**src/verilog/csc_consts.vh**
```
// constants for the supply command layer: command codes, field positions, reset values, timings
// assumes a 100 MHz core clock
`ifndef CSC_CONSTS_VH
`define CSC_CONSTS_VH
`define CSC_CMD_ONOFF      16'h0000
`define CSC_CMD_VSET       16'h0020
`define CSC_CMD_ISET       16'h0030
`define CSC_CMD_DATE       16'h0086
`define CSC_CMD_SER_DATE   16'h0087
`define CSC_CMD_SER_SEQ    16'h0088
`define CSC_CMD_SCALE      16'h00C0
`define CSC_CMD_STATUS     16'h00C1
`define CSC_CMD_SETUP      16'h00C2
`define CSC_REQ_ID         29'h000C0100
`define CSC_RSP_ID         29'h000C0000
`define CSC_ID_BASE_MSK    29'h1FFFFF00
`define CSC_LEN_READ       4'h2
`define CSC_LEN_WRITE      4'h4
`define CSC_LEN_CODE       4'h2
`define CSC_LEN_ONE        4'h1
`define CSC_LEN_TWO        4'h2
`define CSC_LEN_SIX        4'h6
`define CSC_SETUP_RST      16'h0002
`define CSC_ONOFF_ON       8'h01
`define CSC_ONOFF_OFF      8'h00
`define CSC_BIT_BUSCTRL    0
`define CSC_PWRUP_LO       1
`define CSC_PWRUP_HI       2
`define CSC_COMMIT_LO      8
`define CSC_COMMIT_HI      9
`define CSC_BIT_NOSAVE     10
`define CSC_PWRUP_OFF      2'h0
`define CSC_PWRUP_ON       2'h1
`define CSC_PWRUP_PREV     2'h2
`define CSC_ENC_RSVD       2'h3
`define CSC_COMMIT_NOW     2'h0
`define CSC_COMMIT_1MIN    2'h1
`define CSC_COMMIT_10MIN   2'h2
`define CSC_CLK_MHZ        100
`define CSC_DELAY1_S       60
`define CSC_DELAY10_S      600
`define CSC_US_PER_S       36'd1000000
`endif

```
**src/verilog/csc_command_regs.v**
```verilog
// command and register layer of a bus-controlled supply: decodes received CAN frames
// and builds answer frames. assumes a CAN controller delivers whole extended frames.
//
// Contract
// RULE_01: date read returns six ASCII digits YYMMDD
// RULE_02: serial reads return date, then sequence digits
// RULE_03: scale byte0: volt code low, amp high
// RULE_04: scale bytes 1-3 nibbles; bytes 4-5 reserved
// RULE_05: scale code 0 unsupported, 4..9 multipliers
// RULE_06: status bit0 reports sharing master
// RULE_07: status bits 1,2 report converter health
// RULE_08: status bits 4,5,6 load, init, nvm error
// RULE_09: unsupported status and setup bits read zero
// RULE_10: setup bit0 selects bus or analogue control
// RULE_11: setup bits1-2 select power-up on/off value
// RULE_12: high bits0-1 select nvm commit delay
// RULE_13: high bit2 suppresses nvm saving
// RULE_14: extended frames at 250 kbit/s
// RULE_15: master writes code then parameter, low first
// RULE_16: read is code only; answer echoes code
// RULE_17: answers use the response identifier base
// RULE_18: code 0x0020 is voltage setpoint, 0.01 V
// RULE_19: master enables bus control via setup write
// RULE_20: on/off reads 0x01 when commanded on
// RULE_21: master reads back and rewrites mismatches
// RULE_22: reserved encodings written are ignored
`include "csc_consts.vh"
`timescale 1ns/1ns
`default_nettype none

module csc_command_regs #(
    parameter [7:0]  UNIT_ADDR     = 8'h00,
    parameter [47:0] BUILD_DATE    = 48'h313830313031,
    parameter [47:0] SERIAL_SEQ    = 48'h303030303031,
    parameter [47:0] SCALE_DESC    = 48'h000000007557,
    // 36 bits: the ten-minute count does not fit in 32
    parameter [35:0] DELAY1_CYC    = `CSC_DELAY1_S * `CSC_CLK_MHZ * `CSC_US_PER_S,
    parameter [35:0] DELAY10_CYC   = `CSC_DELAY10_S * `CSC_CLK_MHZ * `CSC_US_PER_S
) (
    input  wire        core_clk,
    input  wire        sys_rst,
    input  wire        rxValid,
    input  wire        rxExtended,
    input  wire [28:0] rxId,
    input  wire [3:0]  rxLen,
    input  wire [63:0] rxData,
    input  wire        txReady,
    output reg         txValid,
    output reg  [28:0] txId,
    output reg  [3:0]  txLen,
    output reg  [63:0] txData,
    input  wire        shareMaster,
    input  wire        secondaryOutputGood,
    input  wire        primaryStageGood,
    input  wire        dummyLoadActive,
    input  wire        initActive,
    input  wire        nvmAccessError,
    input  wire        storedOnOff,
    output reg         busControl,
    output reg         outputOn,
    output reg  [15:0] outVoltSetpoint,
    output reg  [15:0] outAmpSetpoint,
    output reg         nvmCommit
);

    // ****************************************
    // decode helpers
    // ****************************************
    function isReq;
        input [28:0] id;
        input        ext;
        begin
            isReq = ext && ((id & `CSC_ID_BASE_MSK) == `CSC_REQ_ID)            // [RULE_14]
                    && (id[7:0] == UNIT_ADDR);
        end
    endfunction

    function [15:0] cmdOf;
        input [63:0] d;
        begin
            cmdOf = {d[15:8], d[7:0]};                                          // [RULE_15]
        end
    endfunction

    // ****************************************
    // state
    // ****************************************
    reg  [15:0] setupWord_ff;
    reg  [35:0] idleCnt_ff;
    reg         dirty_ff;
    reg         pwrupDone_ff;
    reg         pendTx_ff;

    wire        hit      = rxValid && isReq(rxId, rxExtended);
    wire [15:0] cmd      = cmdOf(rxData);
    wire [15:0] param    = {rxData[31:24], rxData[23:16]};
    wire        isWrite  = hit && (rxLen == `CSC_LEN_WRITE);
    wire        isRead   = hit && (rxLen == `CSC_LEN_READ);                    // [RULE_16]
    wire [1:0]  pwrupSel = setupWord_ff[`CSC_PWRUP_HI:`CSC_PWRUP_LO];
    wire [1:0]  commitSel = setupWord_ff[`CSC_COMMIT_HI:`CSC_COMMIT_LO];
    wire        saveOff  = setupWord_ff[`CSC_BIT_NOSAVE];
    wire        busCtl   = setupWord_ff[`CSC_BIT_BUSCTRL];

    // status: only documented bits are driven, others zero
    wire [15:0] statusWord = {9'h000, nvmAccessError, initActive,              // [RULE_08]
                              dummyLoadActive, 1'b0, primaryStageGood,         // [RULE_07]
                              secondaryOutputGood, shareMaster};               // [RULE_06] [RULE_09]

    // ****************************************
    // setup word write with reserved-field filter
    // ****************************************
    reg [15:0] nxt_setupWord;
    always @*
    begin
        nxt_setupWord = setupWord_ff;
        if (isWrite && cmd == `CSC_CMD_SETUP)
        begin
            nxt_setupWord[`CSC_BIT_BUSCTRL] = param[`CSC_BIT_BUSCTRL];          // [RULE_10]
            if (param[`CSC_PWRUP_HI:`CSC_PWRUP_LO] != `CSC_ENC_RSVD)             // [RULE_22]
                nxt_setupWord[`CSC_PWRUP_HI:`CSC_PWRUP_LO] = param[`CSC_PWRUP_HI:`CSC_PWRUP_LO]; // [RULE_11]
            if (param[`CSC_COMMIT_HI:`CSC_COMMIT_LO] != `CSC_ENC_RSVD)           // [RULE_22]
                nxt_setupWord[`CSC_COMMIT_HI:`CSC_COMMIT_LO] = param[`CSC_COMMIT_HI:`CSC_COMMIT_LO]; // [RULE_12]
            nxt_setupWord[`CSC_BIT_NOSAVE] = param[`CSC_BIT_NOSAVE];            // [RULE_13]
        end
    end

    always @(posedge core_clk)
    begin
        if (sys_rst)
            setupWord_ff <= `CSC_SETUP_RST;
        else
            setupWord_ff <= nxt_setupWord;                                      // [RULE_09]
    end

    // ****************************************
    // control outputs and setpoints
    // ****************************************
    wire paramChange = isWrite && (cmd == `CSC_CMD_VSET || cmd == `CSC_CMD_ISET
                       || cmd == `CSC_CMD_ONOFF || cmd == `CSC_CMD_SETUP);

    always @(posedge core_clk)
    begin
        if (sys_rst)
        begin
            busControl      <= 1'b0;
            outputOn        <= 1'b0;
            outVoltSetpoint <= 16'h0000;
            outAmpSetpoint  <= 16'h0000;
            pwrupDone_ff    <= 1'b0;
        end
        else
        begin
            busControl   <= nxt_setupWord[`CSC_BIT_BUSCTRL];                    // [RULE_10]
            pwrupDone_ff <= 1'b1;
            // power-up value taken once, the cycle after reset release
            if (!pwrupDone_ff)
            begin
                case (pwrupSel)                                                 // [RULE_11]
                    `CSC_PWRUP_OFF:  outputOn <= 1'b0;
                    `CSC_PWRUP_ON:   outputOn <= 1'b1;
                    `CSC_PWRUP_PREV: outputOn <= storedOnOff;
                    default:         outputOn <= 1'b1;
                endcase
            end
            else if (isWrite && cmd == `CSC_CMD_ONOFF && busCtl)
                outputOn <= param[0];
            if (isWrite && cmd == `CSC_CMD_VSET && busCtl)
                outVoltSetpoint <= param;                                       // [RULE_18]
            if (isWrite && cmd == `CSC_CMD_ISET && busCtl)
                outAmpSetpoint <= param;
        end
    end

    // ****************************************
    // nonvolatile commit timing
    // ****************************************
    // a change restarts the quiet-time count; commit fires when the count expires
    always @(posedge core_clk)
    begin
        if (sys_rst)
        begin
            dirty_ff   <= 1'b0;
            idleCnt_ff <= 36'h000000000;
            nvmCommit  <= 1'b0;
        end
        else
        begin
            nvmCommit <= 1'b0;
            if (paramChange)
            begin
                dirty_ff   <= !saveOff;                                         // [RULE_13]
                idleCnt_ff <= 36'h000000000;
            end
            else if (dirty_ff)
            begin
                idleCnt_ff <= idleCnt_ff + 36'h000000001;
                if ((commitSel == `CSC_COMMIT_NOW)                               // [RULE_12]
                    || (commitSel == `CSC_COMMIT_1MIN && idleCnt_ff >= DELAY1_CYC - 36'h000000001)
                    || (commitSel == `CSC_COMMIT_10MIN && idleCnt_ff >= DELAY10_CYC - 36'h000000001))
                begin
                    nvmCommit <= !saveOff;
                    dirty_ff  <= 1'b0;
                end
            end
        end
    end

    // ****************************************
    // read answers
    // ****************************************
    reg [47:0] rdVal;
    reg [3:0]  rdLen;
    reg        rdOk;
    reg        rdSwap;
    // only text strings are stored first-character-high; the scale descriptor is already byte0-low
    always @*
    begin
        rdVal  = 48'h000000000000;
        rdLen  = `CSC_LEN_TWO;
        rdOk   = 1'b1;
        rdSwap = 1'b0;
        case (cmd)
            `CSC_CMD_DATE:     begin rdVal = BUILD_DATE; rdLen = `CSC_LEN_SIX; rdSwap = 1'b1; end // [RULE_01]
            `CSC_CMD_SER_DATE: begin rdVal = BUILD_DATE; rdLen = `CSC_LEN_SIX; rdSwap = 1'b1; end // [RULE_02]
            `CSC_CMD_SER_SEQ:  begin rdVal = SERIAL_SEQ; rdLen = `CSC_LEN_SIX; rdSwap = 1'b1; end // [RULE_02]
            `CSC_CMD_SCALE:    begin rdVal = {16'h0000, SCALE_DESC[31:0]}; rdLen = `CSC_LEN_SIX; end // [RULE_03] [RULE_04] [RULE_05]
            `CSC_CMD_STATUS:   rdVal[15:0] = statusWord;
            `CSC_CMD_SETUP:    rdVal[15:0] = setupWord_ff;
            `CSC_CMD_VSET:     rdVal[15:0] = outVoltSetpoint;
            `CSC_CMD_ISET:     rdVal[15:0] = outAmpSetpoint;
            `CSC_CMD_ONOFF:    begin rdVal[7:0] = outputOn ? `CSC_ONOFF_ON : `CSC_ONOFF_OFF; rdLen = `CSC_LEN_ONE; end // [RULE_20]
            default:           rdOk = 1'b0;
        endcase
    end

    // byte lanes: byte0 of a string travels first, i.e. in the lowest data lane
    function [47:0] laneOrder;
        input [47:0] v;
        input [3:0]  n;
        begin
            if (n == `CSC_LEN_SIX)
                laneOrder = {v[7:0], v[15:8], v[23:16], v[31:24], v[39:32], v[47:40]};
            else
                laneOrder = v;
        end
    endfunction

    // ****************************************
    // transmit holding register
    // ****************************************
    // a request arriving while an answer is still pending is dropped
    always @(posedge core_clk)
    begin
        if (sys_rst)
        begin
            txValid   <= 1'b0;
            txId      <= 29'h00000000;
            txLen     <= 4'h0;
            txData    <= 64'h0000000000000000;
            pendTx_ff <= 1'b0;
        end
        else
        begin
            if (txValid && txReady)
            begin
                txValid   <= 1'b0;
                pendTx_ff <= 1'b0;
            end
            else if (isRead && rdOk && !pendTx_ff)
            begin
                txValid   <= 1'b1;
                pendTx_ff <= 1'b1;
                txId      <= `CSC_RSP_ID | {21'h000000, UNIT_ADDR};             // [RULE_17]
                txLen     <= `CSC_LEN_CODE + rdLen;                             // [RULE_16]
                txData    <= {rdSwap ? laneOrder(rdVal, rdLen) : rdVal, rxData[15:0]};
            end
        end
    end

endmodule // csc_command_regs

`default_nettype wire

```
**config.mk**
```make
export PLATFORM = sky130hd
export DESIGN_NAME = csc_command_regs
export DESIGN_NICKNAME = d
export VERILOG_FILES = /design/src/verilog/csc_command_regs.v
export VERILOG_INCLUDE_DIRS = /design/src /design/src/verilog
export SDC_FILE = /design/constraint.sdc
export NUM_CORES = 1
export LEC_CHECK = 0
export ABC_AREA = 1
export BUFFER_PORTS_ARGS = -buffer_cell sky130_fd_sc_hd__buf_2
export CAP_MARGIN = 20
export CORE_UTILIZATION = 45
export DETAILED_ROUTE_END_ITERATION = 16
export GPL_TIMING_DRIVEN = 0
export MAX_ROUTING_LAYER = met4
export PLACE_DENSITY_LB_ADDON = 0.1
export SLEW_MARGIN = 30
export SYNTH_ARGS = -nofsm -noshare
export SYNTH_HDL_FRONTEND = slang
export SYNTH_SLANG_ARGS = --single-unit
```
**constraint.sdc**
```tcl
create_clock -name core_clk -period 1.9 [get_ports core_clk]
set_clock_uncertainty 0.05 [all_clocks]
set_input_delay 0.38 -clock core_clk [delete_from_list [all_inputs] [get_ports core_clk]]
set_output_delay 0.38 -clock core_clk [all_outputs]
set_load 0.01 [all_outputs]
```
# After elaboration in Yosys (flattened, before gate mapping)
# Cells that the tools add are included.
[classes] bitwise_logic=3 n_lt_le_gt_ge=2 n_eq_ne=18 reduce_logical=39 muxes=16 addsub=2
[ops] op="equality test 16 x 8 -> 1 bit (second input constant)" n=6
[ops] op="two-way mux 48 bit" n=2
[ops] op="case mux 30 bit (2 select lines)" n=1
[ops] op="case mux 8 bit (7 select lines)" n=1
[ops] op="case mux 8 bit (5 select lines)" n=1
[ops] op="adder 36 x 1 -> 36 bit (second input constant)" n=1
[ops] op=">= comparator 36 x 33 -> 1 bit (second input constant)" n=1
[ops] op=">= comparator 36 bit (second input constant)" n=1
[ops] op="equality test 16 x 6 -> 1 bit (second input constant)" n=2
[ops] op="equality test 21 x 12 -> 1 bit (second input constant)" n=1
[ops] op="logical AND 1 bit" n=18
[ops] op="zero test 16 bit" n=1
[ops] op="two-way mux 1 bit" n=9
[ops] op="OR reduction 9 bit" n=1
[ops] op="equality test 4 x 3 -> 1 bit (second input constant)" n=2
[ops] op="zero test 8 bit" n=1
[ops] op="OR reduction 4 bit" n=2
[ops] op="case mux 3 bit (2 select lines)" n=1
[ops] op="AND reduction 2 bit" n=3
[ops] op="OR reduction 2 bit" n=3
[ops] op="logical OR 1 bit" n=5
[ops] op="adder 2 x 4 -> 4 bit (first input constant)" n=1
[ops] op="equality test 2 bit (second input constant)" n=2
[ops] op="equality test 4 x 2 -> 1 bit (second input constant)" n=1
[ops] op="8 further kinds" n=13
[word_totals] register_bits=148 out_inout_bits=133

# Depth between registers and ports, before layout
[depth] depth_word=9 mapped_depth=14 mapped_depth_nobuf=13

# Worst setup path before layout
# Ideal clock, no wire load.
[synth_timing] kind="input to register" startpoint="input rxData[14]" endpoint="register txData[56]" t_required_ns=1.782 path_slack_ns=0.134 t_arrival_ns=1.648 n_path_buf=1 path_stages=11 setup_ns=0.068 cell_sequence="nor2_1 nand2_1 nor2_4 nand3_1 nand2_1 inv_2 nand3_4 nand2_4 buf_6 or2_4 a21oi_2"
[synth_between] elab_chain_len=6
[synth_rtl] item="start, declared" line="csc_command_regs.v:46" text="input wire [63:0] rxData,"
[synth_rtl] item="equality test 16 x 8 -> 1 bit, or another cell as far along" line="csc_command_regs.v:222" text="case (cmd)"
[synth_rtl] item="OR reduction 4 bit (no source line) or OR reduction 9 bit (tied branches)"
[synth_rtl] item="case mux 3 bit (2 select lines) or two-way mux 1 bit (tied branches)" line="csc_command_regs.v:222"
[synth_rtl] item="equality test 4 x 3 -> 1 bit (no source line) or logical AND 1 bit (tied branches)"
[synth_rtl] item="two-way mux 48 bit or logical AND 1 bit (tied branches)" line="csc_command_regs.v:241, csc_command_regs.v:269"
[synth_rtl] item="two-way mux 48 bit or AND reduction 2 bit (tied branches)"
[synth_rtl] item="end signal, assigned" line="csc_command_regs.v:275" text="txData <= {rdSwap ? laneOrder(rdVal, rdLen) : rdVal, rxData[15:0]};"
[synth_rtl] item="end, declared" line="csc_command_regs.v:51" text="output reg [63:0] txData,"
# Parallel ways exist; a longest one is shown, timed or not.
# A chain may end at the register's enable or synchronous reset.

# Final worst setup path
[layout_timing] startpoint="input rxData[0]" endpoint="register outAmpSetpoint[10]"
[layout_between] elab_chain_len=3
[layout_rtl] item="equality test 16 x 6 -> 1 bit"
[layout_rtl] item="logical AND 1 bit (no source line)"
[layout_rtl] item="logical AND 1 bit" line="csc_command_regs.v:169" text="if (isWrite && cmd == `CSC_CMD_ISET && busCtl)"
[layout_rtl] item="end signal, assigned" line="csc_command_regs.v:170" text="outAmpSetpoint <= param;"
[layout_rtl] item="end, declared" line="csc_command_regs.v:62" text="output reg [15:0] outAmpSetpoint,"
# Every way passes these cells.

==> run summary <==
Result of the run = completed
Met2 WL = 8447 µm
Worst-Skew Late Latency = 0.42 ns
Clock slew seen by the registers of the worst setup and hold paths = 0.06 ns
Total iterations of the first detailed-routing run = 5
Highest layer used for signal routing = met4
Global-route wire length before repair = 31060 µm
Max Root-Sink Buffers = 2
Mux cell area share after synthesis = 0
Cell at the root of the clock tree = clkbuf_16
Total global routing overflow = 0
Total of hold buffers inserted after clock tree synthesis = 0
Leading cell type in the layout, fill and taps excluded = buf_2
Area inside the core boundary = 14590 µm²
DRC violation count after routing = 0
Total power density per cell area = 757.2 nW/µm²
Cell leakage power = 4.048 nW
Filler Cell Count = 1454
Drt total wl = 19250 µm
Post-Route M1 WL = 8890 µm
Worst-case setup margin in the final layout = 0.1083 ns
Worst slack on hold paths = 0.1192 ns
Count of distinct cell types in the synthesized netlist = 38
Required time worst endpoint = 2.14 ns
Number of synthesized flops with an enable pin = 0
Overall die area = 15510 µm²
Met3 wire length = 1518 µm
Unrepaired setup endpoints after global routing = true
CP max stage cell = clkbuf_2
Number of antenna violations at the first check in global routing = 3
Area of the multi-input gates = 3346 µm²
Post-route fraction of the period consumed by the critical path = 0.9430
Average via count per standard cell = 4.894
Residual antenna-violating net count after detailed routing = 0
Maximum number of pins on one net before global-route repair = 17
Count of pins on the block boundary = 242
Crit path capture type = register
Compound-cell area share of the yosys netlist = 0.1083
Number of standard-cell rows in the floorplan = 44
Final weighted congestion in routability-driven placement = 0.9380
Type of the worst min-delay path = input port to register
Highest ir drop seen on vdd = 0.0005736 V
Top area cells in the synthesized netlist = dfxtp_1 40%, nor2_1 9.6%, nand2_1 8.6%
Seq/Total Area, Yosys = 0.3999
Post-Synth Simple-Gate Area = 0.3188
HPWL after detailed placement = 14870 µm
Layout area overhead = 28.77%
Worst stage delay on the critical path = 0.21 ns
Relative slew slack = 0.5858
Worst-path cell chain = buf_2 > nor2_1 > nand2_2 > nor2_4 > nand2_1 > buf_4 > inv_1 > nand2_1 > clkbuf_2 > o21ai_0 > a21oi_1
Biggest area consumer among synthesized cells = dfxtp_1
Share of the synthesized area in the top cell type = 0.3999
Maximum level of the CTS H-tree = 4
Actual transition at the worst max-transition pin = 0.6213 ns
Post-synthesis cell area = 6759 µm²
Routed via count = 6910
Initial Utilization = 0.4633
Net total in the final layout = 1322
Number of clock sinks seen by CTS = 135
Critical path class = input port to register
Main combinational cell family by area after synthesis = simple AND/OR/NAND/NOR gates
DP Worst Slack = -0.3694 ns
Via count of the first global-routing pass = 6211
Post-route minimum period = 1.792 ns
Count of port buffers added during placement = 172
Most common cell on crit path = nand2_1
Fin. max-slew vios = 0
Share of cells above drive strength 1 = 0.2482
Die width = 124.6 µm
Synthesis warning total = 0
Clock buffers created by TritonCTS = 17
Share of flip-flops with an asynchronous set or reset = 0
Arrival time of the worst setup path = 2.03 ns
Syn Area/Cell = 6.869 µm²
Mean routed wirelength per cell = 13.64 µm
Xor and xnor fraction of the mapped netlist area = 0.03499
Commonest cells after routing, fill and taps aside = 181 x buf_2, 165 x nor2_1, 155 x nand2_1
Critical path startpoint category = input port
Leading register cell type out of synthesis = dfxtp_1
# Max-Cap Violations = 0
Number of violations reported at the end of detailed-routing iteration 0 = 546
Post-Synth Adder-Cell Area = 0.001851
Vert. Die Dim = 124.6 µm
Global-route usage over all layers = 0.2584
FMAX = 558.1 MHz
FF+latch area = 2705 µm²
Worst Path Max Fanout = 10
Flip-flop and latch count after synthesis = 135
Final-report hold violation count = 0
Setup violations, final = 0
Post-Syn Instances = 984
Clock tree from TritonCTS = done
==> stage by stage <==
| step | power (W) | util | instance area [µm²] | setup TNS (ns) | cells |
|---|---|---|---|---|---|
| after floorplan | 0.003092 | - | 6894 | 0 | 1020 |
| after global placement | 0.003229 | 0.5473 | 7985 | -34.64 | 1376 |
| after detailed placement | 0.003231 | 0.5473 | 7985 | -33.73 | 1376 |
| after CTS | 0.006634 | 0.5903 | 8612 | 0 | 1408 |
| after global routing | 0.006817 | 0.5966 | 8703 | -0.02005 | 1412 |
| final | 0.006590 | 0.5966 | 8703 | 0 | 1412 |
==> power by group <==
group	switching (W)	leakage, nW	internal (W)
clock	0.00131	0.289	0.00211
sequential	0.00000203	1.09	0.00283
combinational	0.000194	2.67	0.000147
total	0.00151	4.05	0.00509
==> synth_stat cells (all sizes together), types with 2 or more instances <==
| cell | instances |
|---|---|
| and3 | 2 |
| nand3 | 66 |
| inv | 120 |
| o221ai | 2 |
| nand3b | 5 |
| nor3 | 24 |
| nor4 | 4 |
| and2 | 3 |
| o21ai | 61 |
| o211ai | 2 |
| nand4 | 37 |
| nand2 | 159 |
| nor3b | 2 |
| clkbuf | 18 |
| o22ai | 3 |
| dfxtp | 135 |
| nor2 | 180 |
| or2 | 3 |
| a21oi | 70 |
| xnor2 | 8 |
| buf | 57 |
| xor2 | 19 |
| o2111ai | 2 |
==> worst max-delay path, delay by kind of cell <==
kind	cells	cell delay, ns
simple gates	5	0.73
compound gates	2	0.27
buf+inv	4	0.64
==> flip-flops by register name (all words and copies together), names as in the netlist <==
name and cells:
pendTx_ff 1, pwrupDone_ff 1, outAmpSetpoint 16, outputOn 1
txLen 4, txId 1, setupWord_ff 6, nvmCommit 1
idleCnt_ff 36, outVoltSetpoint 16, dirty_ff 1, txData 51
==> area by class of cell <==
cell class                      count  share of cell area
Multi-Input combinational cell    690              0.3844
Sequential cell                   135              0.3108
Timing Repair Buffer              174              0.1006
Buffer                             74             0.05463
Inverter                          120             0.05175
Clock buffer                       18             0.05046
Tap cell                          184             0.02645
Clock inverter                     14             0.01998
Antenna cell                        3           0.0008626
==> kinds of logic (layout without fill, tap and decap cells) <==
| kind of cell | Yosys count | after routing |
|---|---|---|
| flops | 135 | 135 |
| compound gates | 140 | 140 |
| other cells | 1 | 40 |
| fa+ha+maj | 1 | 1 |
| buf+inv | 195 | 400 |
| simple gates | 485 | 485 |
| xor+xnor | 27 | 27 |
==> repair_timing <==
action | CTS | global route
gates resized for setup | 3 | 26
pin swaps | 0 | 2
setup endpoints to repair | 6 | 90
buffers inserted | 0 | 2
==> per-layer routing <==
| metal | vias up | track usage |
|---|---|---|
| met5 | - | - |
| met4 | 0 | 0.07867 |
| met3 | 33 | 0.06916 |
| met2 | 250 | 0.3890 |
| met1 | 3066 | 0.3373 |
| li1 | 3561 | - |
==> worst paths after layout <==
kind,slack [ns],from,to,cells after the start
worst max register to register,0.17,idleCnt_ff[14],idleCnt_ff[35],7
worst min register to register,0.38,txData[58],txData[58],2
worst max-delay path,0.11,rxData[0],outAmpSetpoint[10],11
worst min-delay path,0.12,sys_rst,txData[40],2
No activity file was read; power rests on OpenSTA's default activity.
